--- src/verilog/gpcm_regs.svh ---
`ifndef GPCM_REGS_SVH
`define GPCM_REGS_SVH

// Printed offsets are register indices; byte address is index times four
`define GPCM_IDX_CFG43 8'h3E
`define GPCM_IDX_CFG50 8'h3F
`define GPCM_IDX_CFG51 8'h40
`define GPCM_ADDR_CFG43 {2'h0, `GPCM_IDX_CFG43, 2'h0}
`define GPCM_ADDR_CFG50 {2'h0, `GPCM_IDX_CFG50, 2'h0}
`define GPCM_ADDR_CFG51 {2'h0, `GPCM_IDX_CFG51, 2'h0}
`define GPCM_ADDR_DATA 12'h000
`define GPCM_ADDR_INT_STS 12'h004
`define GPCM_ADDR_INT_CLR 12'h008
`define GPCM_ADDR_INT_EN 12'h00C
`define GPCM_ADDR_DEV_DIS 12'h010

`define GPCM_BIT_DIR 0
`define GPCM_BIT_POL 1
`define GPCM_FUNC_LSB 2
`define GPCM_FUNC_MSB 3
`define GPCM_BIT_OD 7
`define GPCM_DATA_IN_LSB 8

`define GPCM_FUNC_GPIO 2'h0
`define GPCM_FUNC_ALT1 2'h1
`define GPCM_FUNC_ALT2 2'h2
`define GPCM_FUNC_ALT3 2'h3

`define GPCM_CFG_RST 8'h01
`define GPCM_EV_EDGE3 0
`define GPCM_EV_FLOPPY 1

`define GPCM_RESP_OKAY 2'h0
`define GPCM_RESP_SLVERR 2'h2

`endif

--- src/verilog/gpcm_pkg.sv ---
package gpcm_pkg;

    typedef struct packed {
        logic [2:0][7:0] cfg;
        logic [2:0] gpio_out;
        logic [7:0] dev_dis;
        logic [1:0] int_sts;
        logic [1:0] int_en;
        logic [2:0] pin_prev;
        logic aw_v;
        logic [11:0] aw_addr;
        logic w_v;
        logic [31:0] w_data;
        logic [3:0] w_strb;
        logic b_v;
        logic [1:0] b_resp;
        logic r_v;
        logic [31:0] r_data;
        logic [1:0] r_resp;
    } gpcm_state_t;

endpackage

--- src/verilog/gpcm_top.sv ---
// What this block does
// - Direction bit one selects input, zero output
// - Polarity bit one inverts pin sense
// - Bit seven selects open drain, else push-pull
// - Function field bits 3:2; bits 6:4 unused
// - Lock pin code 11: either-edge interrupt three
// - Lock pin code 10: floppy indicator, edge interrupt
// - Lock code 01 forces non-inverted input
// - Lock code 01 ignores writes to field
// - Power-on and hard resets clear lock field
// - Locked, pin high: disable register read-only
// - Locked, pin low: disable register writable
// - Code 00 gives plain GPIO behaviour
// - Port5 pin0: 10 irq3, 01 ring indicator
// - Port5 pin1: 10 irq4, 01 carrier detect
`timescale 1ns/1ps
`include "gpcm_regs.svh"

module gpcm_top (
    input wire logic clk_sys,
    input wire logic srst,
    input wire logic trickle_supply_power_on_reset,
    input wire logic main_supply_power_on_reset,
    input wire logic hard_reset,
    input wire logic [11:0] s_axi_awaddr,
    input wire logic s_axi_awvalid,
    output logic s_axi_awready,
    input wire logic [31:0] s_axi_wdata,
    input wire logic [3:0] s_axi_wstrb,
    input wire logic s_axi_wvalid,
    output logic s_axi_wready,
    output logic [1:0] s_axi_bresp,
    output logic s_axi_bvalid,
    input wire logic s_axi_bready,
    input wire logic [11:0] s_axi_araddr,
    input wire logic s_axi_arvalid,
    output logic s_axi_arready,
    output logic [31:0] s_axi_rdata,
    output logic [1:0] s_axi_rresp,
    output logic s_axi_rvalid,
    input wire logic s_axi_rready,
    input wire logic [2:0] pad_in,
    output logic [2:0] pad_out,
    output logic [2:0] pad_oe_n,
    input wire logic floppy_on_parallel_indicator,
    output logic irq3,
    output logic irq4,
    output logic serial2_ring_indicator,
    output logic serial2_carrier_detect,
    output logic [7:0] device_disable,
    output logic disable_register_lock_function,
    output logic irq
);
    localparam gpcm_pkg::gpcm_state_t S_RST = '{
        cfg: {3{`GPCM_CFG_RST}},
        default: '0
    };

    gpcm_pkg::gpcm_state_t s_r;
    gpcm_pkg::gpcm_state_t s_nxt;

    logic [2:0] pin_sense;
    logic [1:0] func43;
    logic [1:0] func50;
    logic [1:0] func51;
    logic lock_sel;
    logic lock_ro;
    logic wr_go;
    logic wr_lo;
    logic [1:0] ev;
    logic [1:0] clr;

    assign func43 = s_r.cfg[0][`GPCM_FUNC_MSB:`GPCM_FUNC_LSB];
    assign func50 = s_r.cfg[1][`GPCM_FUNC_MSB:`GPCM_FUNC_LSB];
    assign func51 = s_r.cfg[2][`GPCM_FUNC_MSB:`GPCM_FUNC_LSB];
    assign lock_sel = (func43 == `GPCM_FUNC_ALT1);
    assign lock_ro = lock_sel & pad_in[0];
    assign wr_go = s_r.aw_v & s_r.w_v & ~s_r.b_v;
    assign wr_lo = wr_go & s_r.w_strb[0];

    // Lock pin: floppy indicator drives it under code 10 when the direction bit selects output
    gpcm_pin u_pin43 (
        .cfg(s_r.cfg[0]),
        .force_in(lock_sel),
        .gpio_out(s_r.gpio_out[0]),
        .alt_drive(func43 == `GPCM_FUNC_ALT2),
        .alt_value(floppy_on_parallel_indicator),
        .pad_in(pad_in[0]),
        .pad_out(pad_out[0]),
        .pad_oe_n(pad_oe_n[0]),
        .pin_sense(pin_sense[0])
    );

    // Port5 alternates are all inputs; the pin follows its direction bit
    gpcm_pin u_pin50 (
        .cfg(s_r.cfg[1]),
        .force_in(1'b0),
        .gpio_out(s_r.gpio_out[1]),
        .alt_drive(1'b0),
        .alt_value(1'b0),
        .pad_in(pad_in[1]),
        .pad_out(pad_out[1]),
        .pad_oe_n(pad_oe_n[1]),
        .pin_sense(pin_sense[1])
    );

    gpcm_pin u_pin51 (
        .cfg(s_r.cfg[2]),
        .force_in(1'b0),
        .gpio_out(s_r.gpio_out[2]),
        .alt_drive(1'b0),
        .alt_value(1'b0),
        .pad_in(pad_in[2]),
        .pad_out(pad_out[2]),
        .pad_oe_n(pad_oe_n[2]),
        .pin_sense(pin_sense[2])
    );

    // Code 11 on port5 pins falls back to plain GPIO routing
    assign irq3 = (func50 == `GPCM_FUNC_ALT2) & pin_sense[1];
    assign irq4 = (func51 == `GPCM_FUNC_ALT2) & pin_sense[2];
    assign serial2_ring_indicator =
        (func50 == `GPCM_FUNC_ALT1) ? pin_sense[1] : 1'b1;
    assign serial2_carrier_detect =
        (func51 == `GPCM_FUNC_ALT1) ? pin_sense[2] : 1'b1;
    assign device_disable = s_r.dev_dis;
    assign disable_register_lock_function = lock_sel;
    assign irq = |(s_r.int_sts & s_r.int_en);

    assign ev[`GPCM_EV_EDGE3] = (func43 == `GPCM_FUNC_ALT3)
        & (pad_in[0] != s_r.pin_prev[0]);
    assign ev[`GPCM_EV_FLOPPY] = (func43 == `GPCM_FUNC_ALT2)
        & (pad_in[0] != s_r.pin_prev[0]);
    assign clr = (wr_lo && s_r.aw_addr == `GPCM_ADDR_INT_CLR)
        ? s_r.w_data[1:0] : 2'h0;

    assign s_axi_awready = ~s_r.aw_v;
    assign s_axi_wready = ~s_r.w_v;
    assign s_axi_bvalid = s_r.b_v;
    assign s_axi_bresp = s_r.b_resp;
    assign s_axi_arready = ~s_r.r_v;
    assign s_axi_rvalid = s_r.r_v;
    assign s_axi_rdata = s_r.r_data;
    assign s_axi_rresp = s_r.r_resp;

    always_comb begin
        s_nxt = s_r;
        s_nxt.pin_prev = pad_in;
        // Set beats clear when both land in one cycle
        s_nxt.int_sts = (s_r.int_sts & ~clr) | ev;

        if (s_axi_awvalid && !s_r.aw_v) begin
            s_nxt.aw_v = 1'b1;
            s_nxt.aw_addr = s_axi_awaddr;
        end
        if (s_axi_wvalid && !s_r.w_v) begin
            s_nxt.w_v = 1'b1;
            s_nxt.w_data = s_axi_wdata;
            s_nxt.w_strb = s_axi_wstrb;
        end
        if (s_r.b_v && s_axi_bready) begin
            s_nxt.b_v = 1'b0;
        end

        if (wr_go) begin
            s_nxt.aw_v = 1'b0;
            s_nxt.w_v = 1'b0;
            s_nxt.b_v = 1'b1;
            s_nxt.b_resp = `GPCM_RESP_OKAY;
            unique case (s_r.aw_addr)
                `GPCM_ADDR_CFG43: begin
                    if (wr_lo) begin
                        s_nxt.cfg[0] = s_r.w_data[7:0];
                        if (lock_sel) begin
                            // Locked field survives every write
                            s_nxt.cfg[0][`GPCM_FUNC_MSB:`GPCM_FUNC_LSB] =
                                `GPCM_FUNC_ALT1;
                        end
                    end
                end
                `GPCM_ADDR_CFG50: begin
                    if (wr_lo) begin
                        s_nxt.cfg[1] = s_r.w_data[7:0];
                    end
                end
                `GPCM_ADDR_CFG51: begin
                    if (wr_lo) begin
                        s_nxt.cfg[2] = s_r.w_data[7:0];
                    end
                end
                `GPCM_ADDR_DATA: begin
                    if (wr_lo) begin
                        s_nxt.gpio_out = s_r.w_data[2:0];
                    end
                end
                `GPCM_ADDR_INT_STS, `GPCM_ADDR_INT_CLR: begin
                end
                `GPCM_ADDR_INT_EN: begin
                    if (wr_lo) begin
                        s_nxt.int_en = s_r.w_data[1:0];
                    end
                end
                `GPCM_ADDR_DEV_DIS: begin
                    if (wr_lo && !lock_ro) begin
                        s_nxt.dev_dis = s_r.w_data[7:0];
                    end
                end
                default: begin
                    s_nxt.b_resp = `GPCM_RESP_SLVERR;
                end
            endcase
        end

        if (s_r.r_v && s_axi_rready) begin
            s_nxt.r_v = 1'b0;
        end
        if (s_axi_arvalid && !s_r.r_v) begin
            s_nxt.r_v = 1'b1;
            s_nxt.r_data = 32'h0000_0000;
            s_nxt.r_resp = `GPCM_RESP_OKAY;
            unique case (s_axi_araddr)
                `GPCM_ADDR_CFG43: s_nxt.r_data[7:0] = s_r.cfg[0];
                `GPCM_ADDR_CFG50: s_nxt.r_data[7:0] = s_r.cfg[1];
                `GPCM_ADDR_CFG51: s_nxt.r_data[7:0] = s_r.cfg[2];
                `GPCM_ADDR_DATA: begin
                    s_nxt.r_data[2:0] = s_r.gpio_out;
                    s_nxt.r_data[`GPCM_DATA_IN_LSB +: 3] = pin_sense;
                end
                `GPCM_ADDR_INT_STS: s_nxt.r_data[1:0] = s_r.int_sts;
                `GPCM_ADDR_INT_CLR: begin
                end
                `GPCM_ADDR_INT_EN: s_nxt.r_data[1:0] = s_r.int_en;
                `GPCM_ADDR_DEV_DIS: s_nxt.r_data[7:0] = s_r.dev_dis;
                default: s_nxt.r_resp = `GPCM_RESP_SLVERR;
            endcase
        end

        // Trickle reset outranks any cfg write in the same cycle; main and hard resets only the lock field
        if (trickle_supply_power_on_reset) begin
            s_nxt.cfg = {3{`GPCM_CFG_RST}};
        end
        if (main_supply_power_on_reset || hard_reset
                || trickle_supply_power_on_reset) begin
            s_nxt.cfg[0][`GPCM_FUNC_MSB:`GPCM_FUNC_LSB] =
                `GPCM_FUNC_GPIO;
        end
    end

    always_ff @(posedge clk_sys) begin
        if (srst) begin
            s_r <= S_RST;
        end else begin
            s_r <= s_nxt;
        end
    end
endmodule // gpcm_top

--- src/verilog/gpcm_pin.sv ---
`timescale 1ns/1ps
`include "gpcm_regs.svh"

module gpcm_pin (
    input wire logic [7:0] cfg,
    input wire logic force_in,
    input wire logic gpio_out,
    input wire logic alt_drive,
    input wire logic alt_value,
    input wire logic pad_in,
    output logic pad_out,
    output logic pad_oe_n,
    output logic pin_sense
);
    logic is_in;
    logic pol;
    logic drv;

    assign is_in = cfg[`GPCM_BIT_DIR] | force_in;
    assign pol = cfg[`GPCM_BIT_POL] & ~force_in;
    assign drv = (alt_drive ? alt_value : gpio_out) ^ pol;
    assign pin_sense = pad_in ^ pol;

    always_comb begin
        if (is_in) begin
            pad_out = 1'b0;
            pad_oe_n = 1'b1;
        end else if (cfg[`GPCM_BIT_OD]) begin
            // Open drain only pulls low; a high is left to the pull-up
            pad_out = 1'b0;
            pad_oe_n = drv;
        end else begin
            pad_out = drv;
            pad_oe_n = 1'b0;
        end
    end
endmodule // gpcm_pin

--- config.mk ---
export PLATFORM = sky130hd
export DESIGN_NAME = gpcm_top
export DESIGN_NICKNAME = d
export VERILOG_FILES = /design/src/verilog/gpcm_pkg.sv /design/src/verilog/gpcm_top.sv /design/src/verilog/gpcm_pin.sv
export VERILOG_INCLUDE_DIRS = /design/src /design/src/verilog
export SDC_FILE = /design/constraint.sdc
export NUM_CORES = 1
export LEC_CHECK = 0
export ABC_AREA = 1
export CAP_MARGIN = 20
export CORE_ASPECT_RATIO = 1.75
export CORE_MARGIN = 10
export CORE_UTILIZATION = 55
export DETAILED_ROUTE_END_ITERATION = 12
export DONT_BUFFER_PORTS = 1
export PLACE_DENSITY = 0.7
export RECOVER_POWER = 25
export SYNTH_ARGS = -nofsm -noshare
export SYNTH_HDL_FRONTEND = slang
export SYNTH_SLANG_ARGS = --single-unit
--- constraint.sdc ---
create_clock -name clk_sys -period 1.8 [get_ports clk_sys]
set_input_delay 0.18 -clock clk_sys [delete_from_list [all_inputs] [get_ports clk_sys]]
set_output_delay 0.18 -clock clk_sys [all_outputs]
set_load 0.02 [all_outputs]
* Yosys cells after proc, flatten, opt, wreduce, memory -nomap -nowiden
Index checks and enable logic that the tools add are counted.
** Storage, ports and cells
- Bits in registers :: 80
- Input bits :: 74
- Output and inout bits :: 61
- Logic and storage cells :: 122
** Operators by class
- Eq/ne operators :: 22
- Multiplexer cells :: 27
- Bitwise logic cells :: 25
- Reductions and logical operators :: 29
** Operators with widths (number)
- == test 12 x 4 -> 1 bit, second input constant :: 4
- == test 12 x 8 -> 1 bit, second input constant :: 4
- 2-to-1 mux 35 bit :: 1
- == test 12 x 3 -> 1 bit, second input constant :: 2
- == test 12 x 5 -> 1 bit, second input constant :: 2
- == test 12 x 9 -> 1 bit, second input constant :: 2
- zero test 12 bit :: 2
- case mux 5 bit (4 select lines) :: 1
- AND reduction 3 bit :: 6
- 2-to-1 mux 1 bit :: 17
- OR reduction 8 bit :: 2
- case mux 2 bit (7 select lines) :: 1
- AND 1 bit :: 9
- == test 2 bit, second input constant :: 4
- 2-to-1 mux 2 bit :: 4
- logical AND 1 bit :: 7
- == test 2 x 1 -> 1 bit, second input constant :: 3
- 2-to-1 mux 3 bit :: 2
- OR reduction 2 bit :: 3
- XOR 1 bit :: 6
- NOT 1 bit :: 5
- case mux 1 bit (5 select lines) :: 1
- AND 2 bit :: 2
- zero test 1 bit :: 4
- other kinds (7) :: 9

* Depth between registers and ports, before layout
Gate-level depths: netlist of the first run.
- Word-level depth :: 8
- Gate-level depth with buffers :: 10
- Gate-level depth less buffers :: 10

* By module
From an unflattened synthesis of the first run, not the netlist that was laid out.
** Unflattened totals
- Cells, all modules :: 580
- Area, all modules :: 4136.5 sq um
** Modules (own cells, without submodules)
- gpcm_top :: times used 1, cells each 529, area an instance 3900.0 sq um, sequential area each 1561.5 sq um
- gpcm_pin :: times used 3, cells each 17, area an instance 78.8 sq um, sequential area each 0.0 sq um

* Least setup slack after synthesis of the first run
OpenSTA, ideal clock, no wires.
- Path type :: register to register
- Start :: register s_r, in the netlist s_axi_rvalid
- End :: register s_r, in the netlist s_axi_rvalid
- Library setup time :: 115 ps
- Data arrival time :: 1287 ps
- Required time :: 1685 ps
- Slack :: 398 ps
- Cell stages (with the launch flop) :: 6
- Buffers on the path :: 1
- Clock period less this slack :: 1402 ps
- Path through :: dfxtp_1 inv_1 nand2_1 inv_1 buf_2 o21a_1
** On the way
- Cells in the longest elaborated chain, start to end :: 3
- Elaborated cells between the ends (all ways) :: 5
- Those cells by class :: mux: 1; reduce/logical: 4
** RTL lines
- start, declared :: line gpcm_top.sv:59 : gpcm_pkg::gpcm_state_t s_r;
- start signal, assigned :: line gpcm_top.sv:253 : s_r <= s_nxt;
- zero test 1 bit :: line gpcm_top.sv:217 : if (s_axi_arvalid && !s_r.r_v) begin
- logical AND 1 bit :: line gpcm_top.sv:217
- 2-to-1 mux 35 bit or nonzero test 2 bit (tied branches)
Parallel ways exist; a longest one is shown, timed or not.
A chain may end at the register's enable or synchronous reset.

* Worst setup path after layout of the first run
- Start :: register s_r, in the netlist func43[1]
- End :: output port pad_oe_n[0]
** On the way
- Cells in the longest elaborated chain, start to end :: 6
- Elaborated cells between the ends (all ways) :: 9
- Those cells by class :: eq/ne: 2; mux: 3; bitwise: 4
** RTL lines
- == test 2 x 1 -> 1 bit (no source line)
- NOT 1 bit :: line gpcm_pin.sv:20 : assign pol = cfg[`GPCM_BIT_POL] & ~force_in;
- AND 1 bit :: line gpcm_pin.sv:20
- XOR 1 bit :: line gpcm_pin.sv:21 : assign drv = (alt_drive ? alt_value : gpio_out) ^ pol;
- 2-to-1 mux 1 bit :: line gpcm_pin.sv:28 : end else if (cfg[`GPCM_BIT_OD]) begin
- 2-to-1 mux 1 bit (*) :: line gpcm_pin.sv:25 : if (is_in) begin
- end, declared :: line gpcm_top.sv:44 : output logic [2:0] pad_oe_n,
Mark *: on every way between the ends. The rest lies on a longest branch, timed or not.

==> results.py, run 1 <==
metrics = {
    "cells_and_area": {
        "fin_util": 0.618,
        "finalNetCount": 616,
        "final_layout_size_suffix_gt1_frac": 0.130,
        "antennaDiodeCount": 0,
        "fillerInstances": 673,
        "flow.area_growth_from_synthesis_pct": 8.46,
    },
    "run_status": {
        "run_status": "finished, final reports clean",
    },
    "route": {
        "drt-initial-drc-count": 166,
        "finalWirelength_um": 10900,
        "detail_route.vias_per_cell": 5.38,
        "remaining_drc_errors": 0,
        "via_count": 3397,
        "detail-route-antenna-nets": 0,
        "drt_pre_antenna_iters": 4,
        "drt-wirelength-per-cell_um": 17.3,
    },
    "setup_path": {
        "worstSetupEndpointType": "output pin",
        "ws_path_type": "reg2out",
        "worst-path-max-fanout": 4,
        "cp_data_arrival_time_ps": 1520,
        "crit_path_start_kind": "flop",
        "required_ps": 1620,
    },
    "sta": {
        "layout_worst_path_cycle_share": 0.943,
        "final_hold_viol_count": 0,
        "finalWorstPathRequiredPeriod_ps": 1700,
        "setup_tns_ps": 0,
        "drv_slew": 0,
        "setup_ws_ps": 102,
        "grt_setup_unrepaired": "false",
        "setup_viol": 0,
        "hold_slack_ps": 20.9,
        "fmax_mhz": 589,
        "max-slew-margin-rel": 0.564,
        "post_route_clock_skew_ps": 6.02,
        "timing_worst_slew_pin_value_ps": 652,
    },
    "synth": {
        "synth-warning-count": 0,
        "post_synth_num_cell_types": 37,
        "yosysTopAreaCellShare": 0.394,
        "synth_seq_cells": 78,
        "synth.top_cells.by_area": "dfxtp_1, buf_4, a21oi_1",
        "synth.cell_area_um2": 3960,
        "synth_seq_area_share": 0.394,
        "synthesis.area_per_instance_um2": 7.26,
        "netlist.top_cell.by_area": "dfxtp_1",
        "async_flop_share": 0,
        "synthCells": 546,
        "synth_enable_flop_cells": 0,
        "ys_dominant_reg_cell": "dfxtp_1",
    },
    "die": {
        "fp.dieH_um": 132,
        "placeableCoreArea_um2": 6960,
        "initial_core_util": 0.570,
        "dieArea_um2": 11100,
        "i_o_pin_total": 135,
        "floorplan.rows": 40,
        "fp.dieW_um": 84.2,
    },
    "power_and_ir_drop": {
        "power.share.combinational": 0.083,
        "cell_internal_pwr_w": 0.00322,
        "vdd_drop_max_mv": 0.756,
        "p_sw_w": 0.000999,
        "power_density_of_the_placed_cells_nw_per_um2": 982,
        "switching_share": 0.237,
        "share_seq_of_total_power": 0.433,
        "power.clock.fraction": 0.484,
        "leakage_power_total_nw": 1.79,
    },
    "placement": {
        "port-buffer-count": 0,
        "post-place-ws_ps": 229,
        "detailed_place_hpwl_um": 8570,
        "finalWeightedCongestion": 0.920,
    },
    "grt": {
        "grt_antenna_before_repair": 0,
        "grt_max_degree": 25,
        "grt_first_pass_wirelength_um": 16900,
        "grt.overflow.total": 0,
        "groute.usage.overall": 0.191,
        "grt_pass1_vias": 3349,
    },
    "clocking": {
        "cts_buffers": 9,
        "worst_setup_hold_path_clk_slew_ps": 60,
        "clock_tree.root_cell": "clkbuf_16",
        "ctsLongestPathBuffers": 2,
        "cts_htree_levels": 3,
        "cts_sinks": 78,
        "tritoncts": "yes",
        "clk-insertion-delay-late_ps": 340,
    },
    "worst_hold_path": {
        "hold_removal_path_class": "in2reg",
    },
    "run": {
        "timing.max_cap.violations": 0,
    },
}
-- through the flow --
stage	total power, W	std cells	area, um2
final	0.00422	631	4300
after floorplan	0.00217	568	4050
after detailed placement	0.00219	606	3860
after global placement	0.00218	606	3860
after global routing	0.00439	631	4300
after CTS	0.00425	631	4290
-- logic make-up (layout without fill, tap and decap cells) --
family / after synthesis / count (layout) / share of synthesized area
AND/OR/NAND/NOR: 188 / 188 / 0.221
AO/OA/AOI/OAI: 142 / 142 / 0.194
buffers and inverters: 130 / 109 / 0.175
flip-flops: 78 / 78 / 0.394
XOR/XNOR: 7 / 7 / 0.0155
other: 1 / 23 / 0.000946
-- cells in the mapped netlist, drive strengths merged (2+ instances only) --
| master | n |
|---|---|
| o211ai | 2 |
| nor2 | 59 |
| a211oi | 7 |
| inv | 64 |
| nor3 | 10 |
| nand3 | 34 |
| xnor2 | 4 |
| nand2 | 75 |
| o21ai | 66 |
| nand4 | 6 |
| a31oi | 2 |
| buf | 57 |
| xor2 | 3 |
| or2 | 2 |
| clkbuf | 8 |
| a21oi | 61 |
| dfxtp | 78 |
-- state kept, by name, summed over array words and instances (netlist names) --
register	count
device_disable	8
func43	2
func51	2
s_axi_rvalid	1
func50	2
s_axi_rdata	11
s_axi_bresp	1
s_axi_bvalid	1
s_r	49
s_axi_rresp	1
-- power by group through the flow --
stage	Clock (W)	Combinational, W	Sequential (W)
6_report	0.00204	0.000351	0.00183
5_1_grt	0.00217	0.000392	0.00183
4_1_cts	0.00208	0.000349	0.00183
3_5_place_dp	0	0.000326	0.00186
3_3_place_gp	0	0.000321	0.00186
2_1_floorplan	0	0.000319	0.00185
-- layer usage --
layer | part of all wire | global-route usage
met1 | 0.33 | 0.171
met2 | 0.53 | 0.332
met3 | 0.075 | 0.0712
met4 | 0.068 | 0.149
met5 | 0 | 0
-- worst max-delay path, stage by stage (launching register included) --
cell and delay (ps):
dfxtp_2 360, inv_2 60, nor2_1 120, nand2_1 60
nand2_1 100, xor2_2 200, o21ai_1 110, buf_4 170
-- path summary, 6_finish.rpt --
path | from | to | slack, ps | depth (start not counted)
worst max-delay path | func43[1]$_SDFFE_PP0P_ | pad_oe_n[0] | 100 | 7
worst min-delay path | s_axi_bready | s_axi_bvalid$_SDFFE_PP0P_ | 20 | 3
worst max register to register | s_r[85]$_SDFFE_PP0P_ | s_r[113]$_SDFFE_PP0P_ | 230 | 8
worst min register to register | s_r[118]$_SDFFE_PP0P_ | s_r[118]$_SDFFE_PP0P_ | 450 | 2
-- placed cells by master, fill, tap and decap left out, types with 3 or more instances in the layout --
master and instances:
dfxtp_1 76, nand2_1 71, inv_1 59, a21oi_1 59, o21ai_0 56, nor2_1 46
nand3_1 32, conb_1 23, buf_4 18, nor3_1 9, clkbuf_16 9, dlygate4sd3_1 8
o21ai_1 7, nor2_2 7, a211oi_1 7, nor2_4 6, nand4_1 6, inv_2 5
nand2_2 4, xnor2_1 4, o21ai_2 3, bufinv_16 3, clkinv_2 3
-- timing repair --
item                                    CTS  global route
gates resized for setup                   7             1
buffers inserted                          1             0
hold buffers                              8             0
endpoints found under the setup margin    2             2
pin swaps                                 1             1
endpoints found under the hold margin    21             0
cloned                                    0             0
-- final cells by class --
| type | count | area [um2] | area share |
|---|---|---|---|
| repair buffers | 28 | 239 | 0.0556 |
| flip-flops and latches | 78 | 1560 | 0.364 |
| clock buffers | 9 | 225 | 0.0524 |
| clock inverters | 7 | 113 | 0.0262 |
| inverters | 65 | 244 | 0.0568 |
| multi-input cells | 360 | 1810 | 0.421 |
| well taps | 84 | 105 | 0.0245 |
No activity file was read; power rests on OpenSTA's default activity.
==> run 2: changes to the inputs <==
--- a/config.mk
+++ b/config.mk
@@ -13,8 +13,9 @@
 export CORE_UTILIZATION = 55
 export DETAILED_ROUTE_END_ITERATION = 12
 export DONT_BUFFER_PORTS = 1
+export GPL_TIMING_DRIVEN = 0
 export PLACE_DENSITY = 0.7
-export RECOVER_POWER = 25
+export RECOVER_POWER = 100
 export SYNTH_ARGS = -nofsm -noshare
 export SYNTH_HDL_FRONTEND = slang
 export SYNTH_SLANG_ARGS = --single-unit
==> results.py, run 2 (synthesis results as in run 1) <==
metrics = {
    "die": {
        "fp.dieW_um": 84.2,
        "i_o_pin_total": 135,
        "placeableCoreArea_um2": 6960,
        "floorplan.rows": 40,
        "fp.dieH_um": 132,
        "dieArea_um2": 11100,
        "initial_core_util": 0.570,
    },
    "cells_and_area": {
        "antennaDiodeCount": 0,
        "flow.area_growth_from_synthesis_pct": 12.3,
        "register_area_um2": 1560,
        "regMostFlops": "s_r",
        "final_layout_size_suffix_gt1_frac": 0.149,
        "fillerInstances": 667,
        "largest_register_ffs": 49,
        "fin_util": 0.640,
        "mostFrequentLayoutCell": "dfxtp_1",
        "post-route-cell-area_um2": 4450,
        "leading_cell_types_in_the_layout_fill_and_taps_excluded": "dfxtp_1, nand2_1, a21oi_1, inv_1, o21ai_0",
        "multi_input_comb_area_um2": 1830,
        "finalNetCount": 660,
    },
    "clocking": {
        "ctsLongestPathBuffers": 2,
        "tritoncts": "yes",
        "worst_setup_hold_path_clk_slew_ps": 60,
        "clk-insertion-delay-late_ps": 330,
        "cts_buffers": 9,
        "clock_tree.root_cell": "clkbuf_16",
        "cts_sinks": 78,
        "cts_htree_levels": 3,
    },
    "power_and_ir_drop": {
        "vdd_drop_max_mv": 0.861,
        "fin_total_pwr_w": 0.00398,
        "leakage_power_total_nw": 1.86,
        "power_density_of_the_placed_cells_nw_per_um2": 895,
    },
    "route": {
        "detail_route.vias_per_cell": 5.28,
        "detail-route-antenna-nets": 0,
        "drt_pre_antenna_iters": 5,
        "via_count": 3562,
        "drt-wirelength-per-cell_um": 17.2,
        "finalWirelength_um": 11600,
        "remaining_drc_errors": 0,
        "drt-initial-drc-count": 181,
    },
    "placement": {
        "detailed_place_hpwl_um": 9350,
        "port-buffer-count": 0,
        "placed_area_um2": 4150,
        "post-place-ws_ps": 59.7,
        "finalWeightedCongestion": 0.911,
    },
    "setup_path": {
        "cp_data_arrival_time_ps": 1590,
        "cp_dominant_cell_by_count": "buf_4",
        "crit_path_max_incr_delay_ps": 400,
        "cp_cell_sequence": "nand2_2, buf_4, inv_1, nor2_1, o21ai_1, buf_4",
        "cp_slowest_cell": "dfxtp_2",
        "required_ps": 1620,
        "slack_of_the_worst_reg_to_reg_path_ps": 170,
        "worst-path-max-fanout": 6,
        "reg2reg_to": "s_axi_rdata[7]$_SDFFE_PP0P_",
        "worstSetupEndpointType": "output pin",
        "r2r-start": "s_axi_rvalid$_SDFFE_PP0P_",
        "crit_path_start_kind": "flop",
        "ws_path_type": "reg2out",
        "reg2reg_depth": 6,
    },
    "grt": {
        "grt_pass1_vias": 3667,
        "groute.usage.overall": 0.206,
        "grt_first_pass_wirelength_um": 18300,
        "grt.overflow.total": 0,
        "grt_antenna_before_repair": 0,
        "grt_max_degree": 14,
    },
    "worst_hold_path": {
        "min-delay-start": "s_axi_awaddr[11]",
        "hold-path-endpoint": "s_r[86]$_SDFFE_PP0P_",
        "hold_removal_path_class": "in2reg",
        "min_path_cells": 2,
    },
    "sta": {
        "setup_ws_ps": 34.4,
        "finalWorstPathRequiredPeriod_ps": 1770,
        "drv_slew": 0,
        "grt_setup_unrepaired": "true",
        "max-slew-margin-rel": 0.545,
        "hold_slack_ps": -4.86,
        "setup_tns_ps": 0,
        "layout_worst_path_cycle_share": 0.981,
        "setup_viol": 0,
        "final_hold_viol_count": 1,
        "timing_worst_slew_pin_value_ps": 677,
        "post_route_clock_skew_ps": 5.99,
        "fmax_mhz": 566,
    },
    "run_status": {
        "violations": "negative hold slack",
        "run_status": "finished with violations",
    },
    "run": {
        "timing.max_cap.violations": 0,
    },
}
## run 2: cell types whose count changed in the layout (fill, tap and decap cells not counted), sizes merged
cell | before | now
buf | 19 | 34
bufinv | 3 | 1
clkbuf | 10 | 45
dlygate4sd3 | 8 | 4
## run 2: area by class of cell
class                      count  area share
multi-input combinational    360       0.411
sequential                    78       0.351
buffer                        65      0.0795
inverter                      65      0.0548
clock buffer                  11      0.0523
tap                           84      0.0236
timing repair buffer           7      0.0141
clock inverter                 5      0.0135
## run 2: routing by layer
layer  wire, um  vias to the layer above  global-route usage  share of wire
li1           -                     1798                   -              -
met1       3990                     1595               0.188           0.34
met2       6210                      136               0.379           0.54
met3        813                       33              0.0600          0.070
met4        589                        0               0.128          0.051
met5          0                        -                   0              0
## run 2: repair_timing
action | CTS | global route
hold buffers | 4 | 0
setup buffers | 3 | 0
hold endpoints to repair | 4 | 0
resized for setup | 8 | 6
cloned | 0 | 0
pin swaps | 1 | 1
setup endpoints to repair | 2 | 9
## run 2: worst max-delay path by stage
stage | from | to | slack, ps | cells past startpoint
2_1_floorplan | s_axi_rvalid$_SDFFE_PP0P_ | s_axi_rvalid$_SDFFE_PP0P_ | 400 | 5
3_3_place_gp | s_axi_rvalid$_SDFFE_PP0P_ | s_axi_rdata[6]$_SDFFE_PP0P_ | 90 | 6
3_5_place_dp | srst | device_disable[3]$_SDFFE_PP0P_ | 60 | 6
4_1_cts | func43[1]$_SDFFE_PP0P_ | pad_out[0] | -20 | 6
5_1_grt | func43[1]$_SDFFE_PP0P_ | pad_out[0] | -50 | 6
6_report | func43[0]$_SDFFE_PP0P_ | pad_oe_n[0] | 30 | 6
## run 2: worst max-delay path, delay by kind of cell (launching register included)
kind	cells	cell delay, ps
AOI/OAI and AO/OA	1	110
buffers and inverters	3	590
DFF	1	400
and+or+nand+nor	2	150
## run 2: where the power goes
part / internal [W] / total (W) / leakage (nW) / switching [W]
Sequential: 0.00178 / 0.00182 / 0.636 / 0.0000380
Combinational: 0.000120 / 0.000405 / 1.08 / 0.000285
Clock: 0.00108 / 0.00176 / 0.140 / 0.000683
## run 2: per-stage QoR
| step | hold WS [ps] | instances |
|---|---|---|
| 6_report | -4.86 | 675 |
| 2_1_floorplan | 315 | 568 |
| 3_5_place_dp | 327 | 652 |
| 4_1_cts | 0.0132 | 675 |
| 5_1_grt | 4.85 | 675 |
| 3_3_place_gp | 319 | 652 |
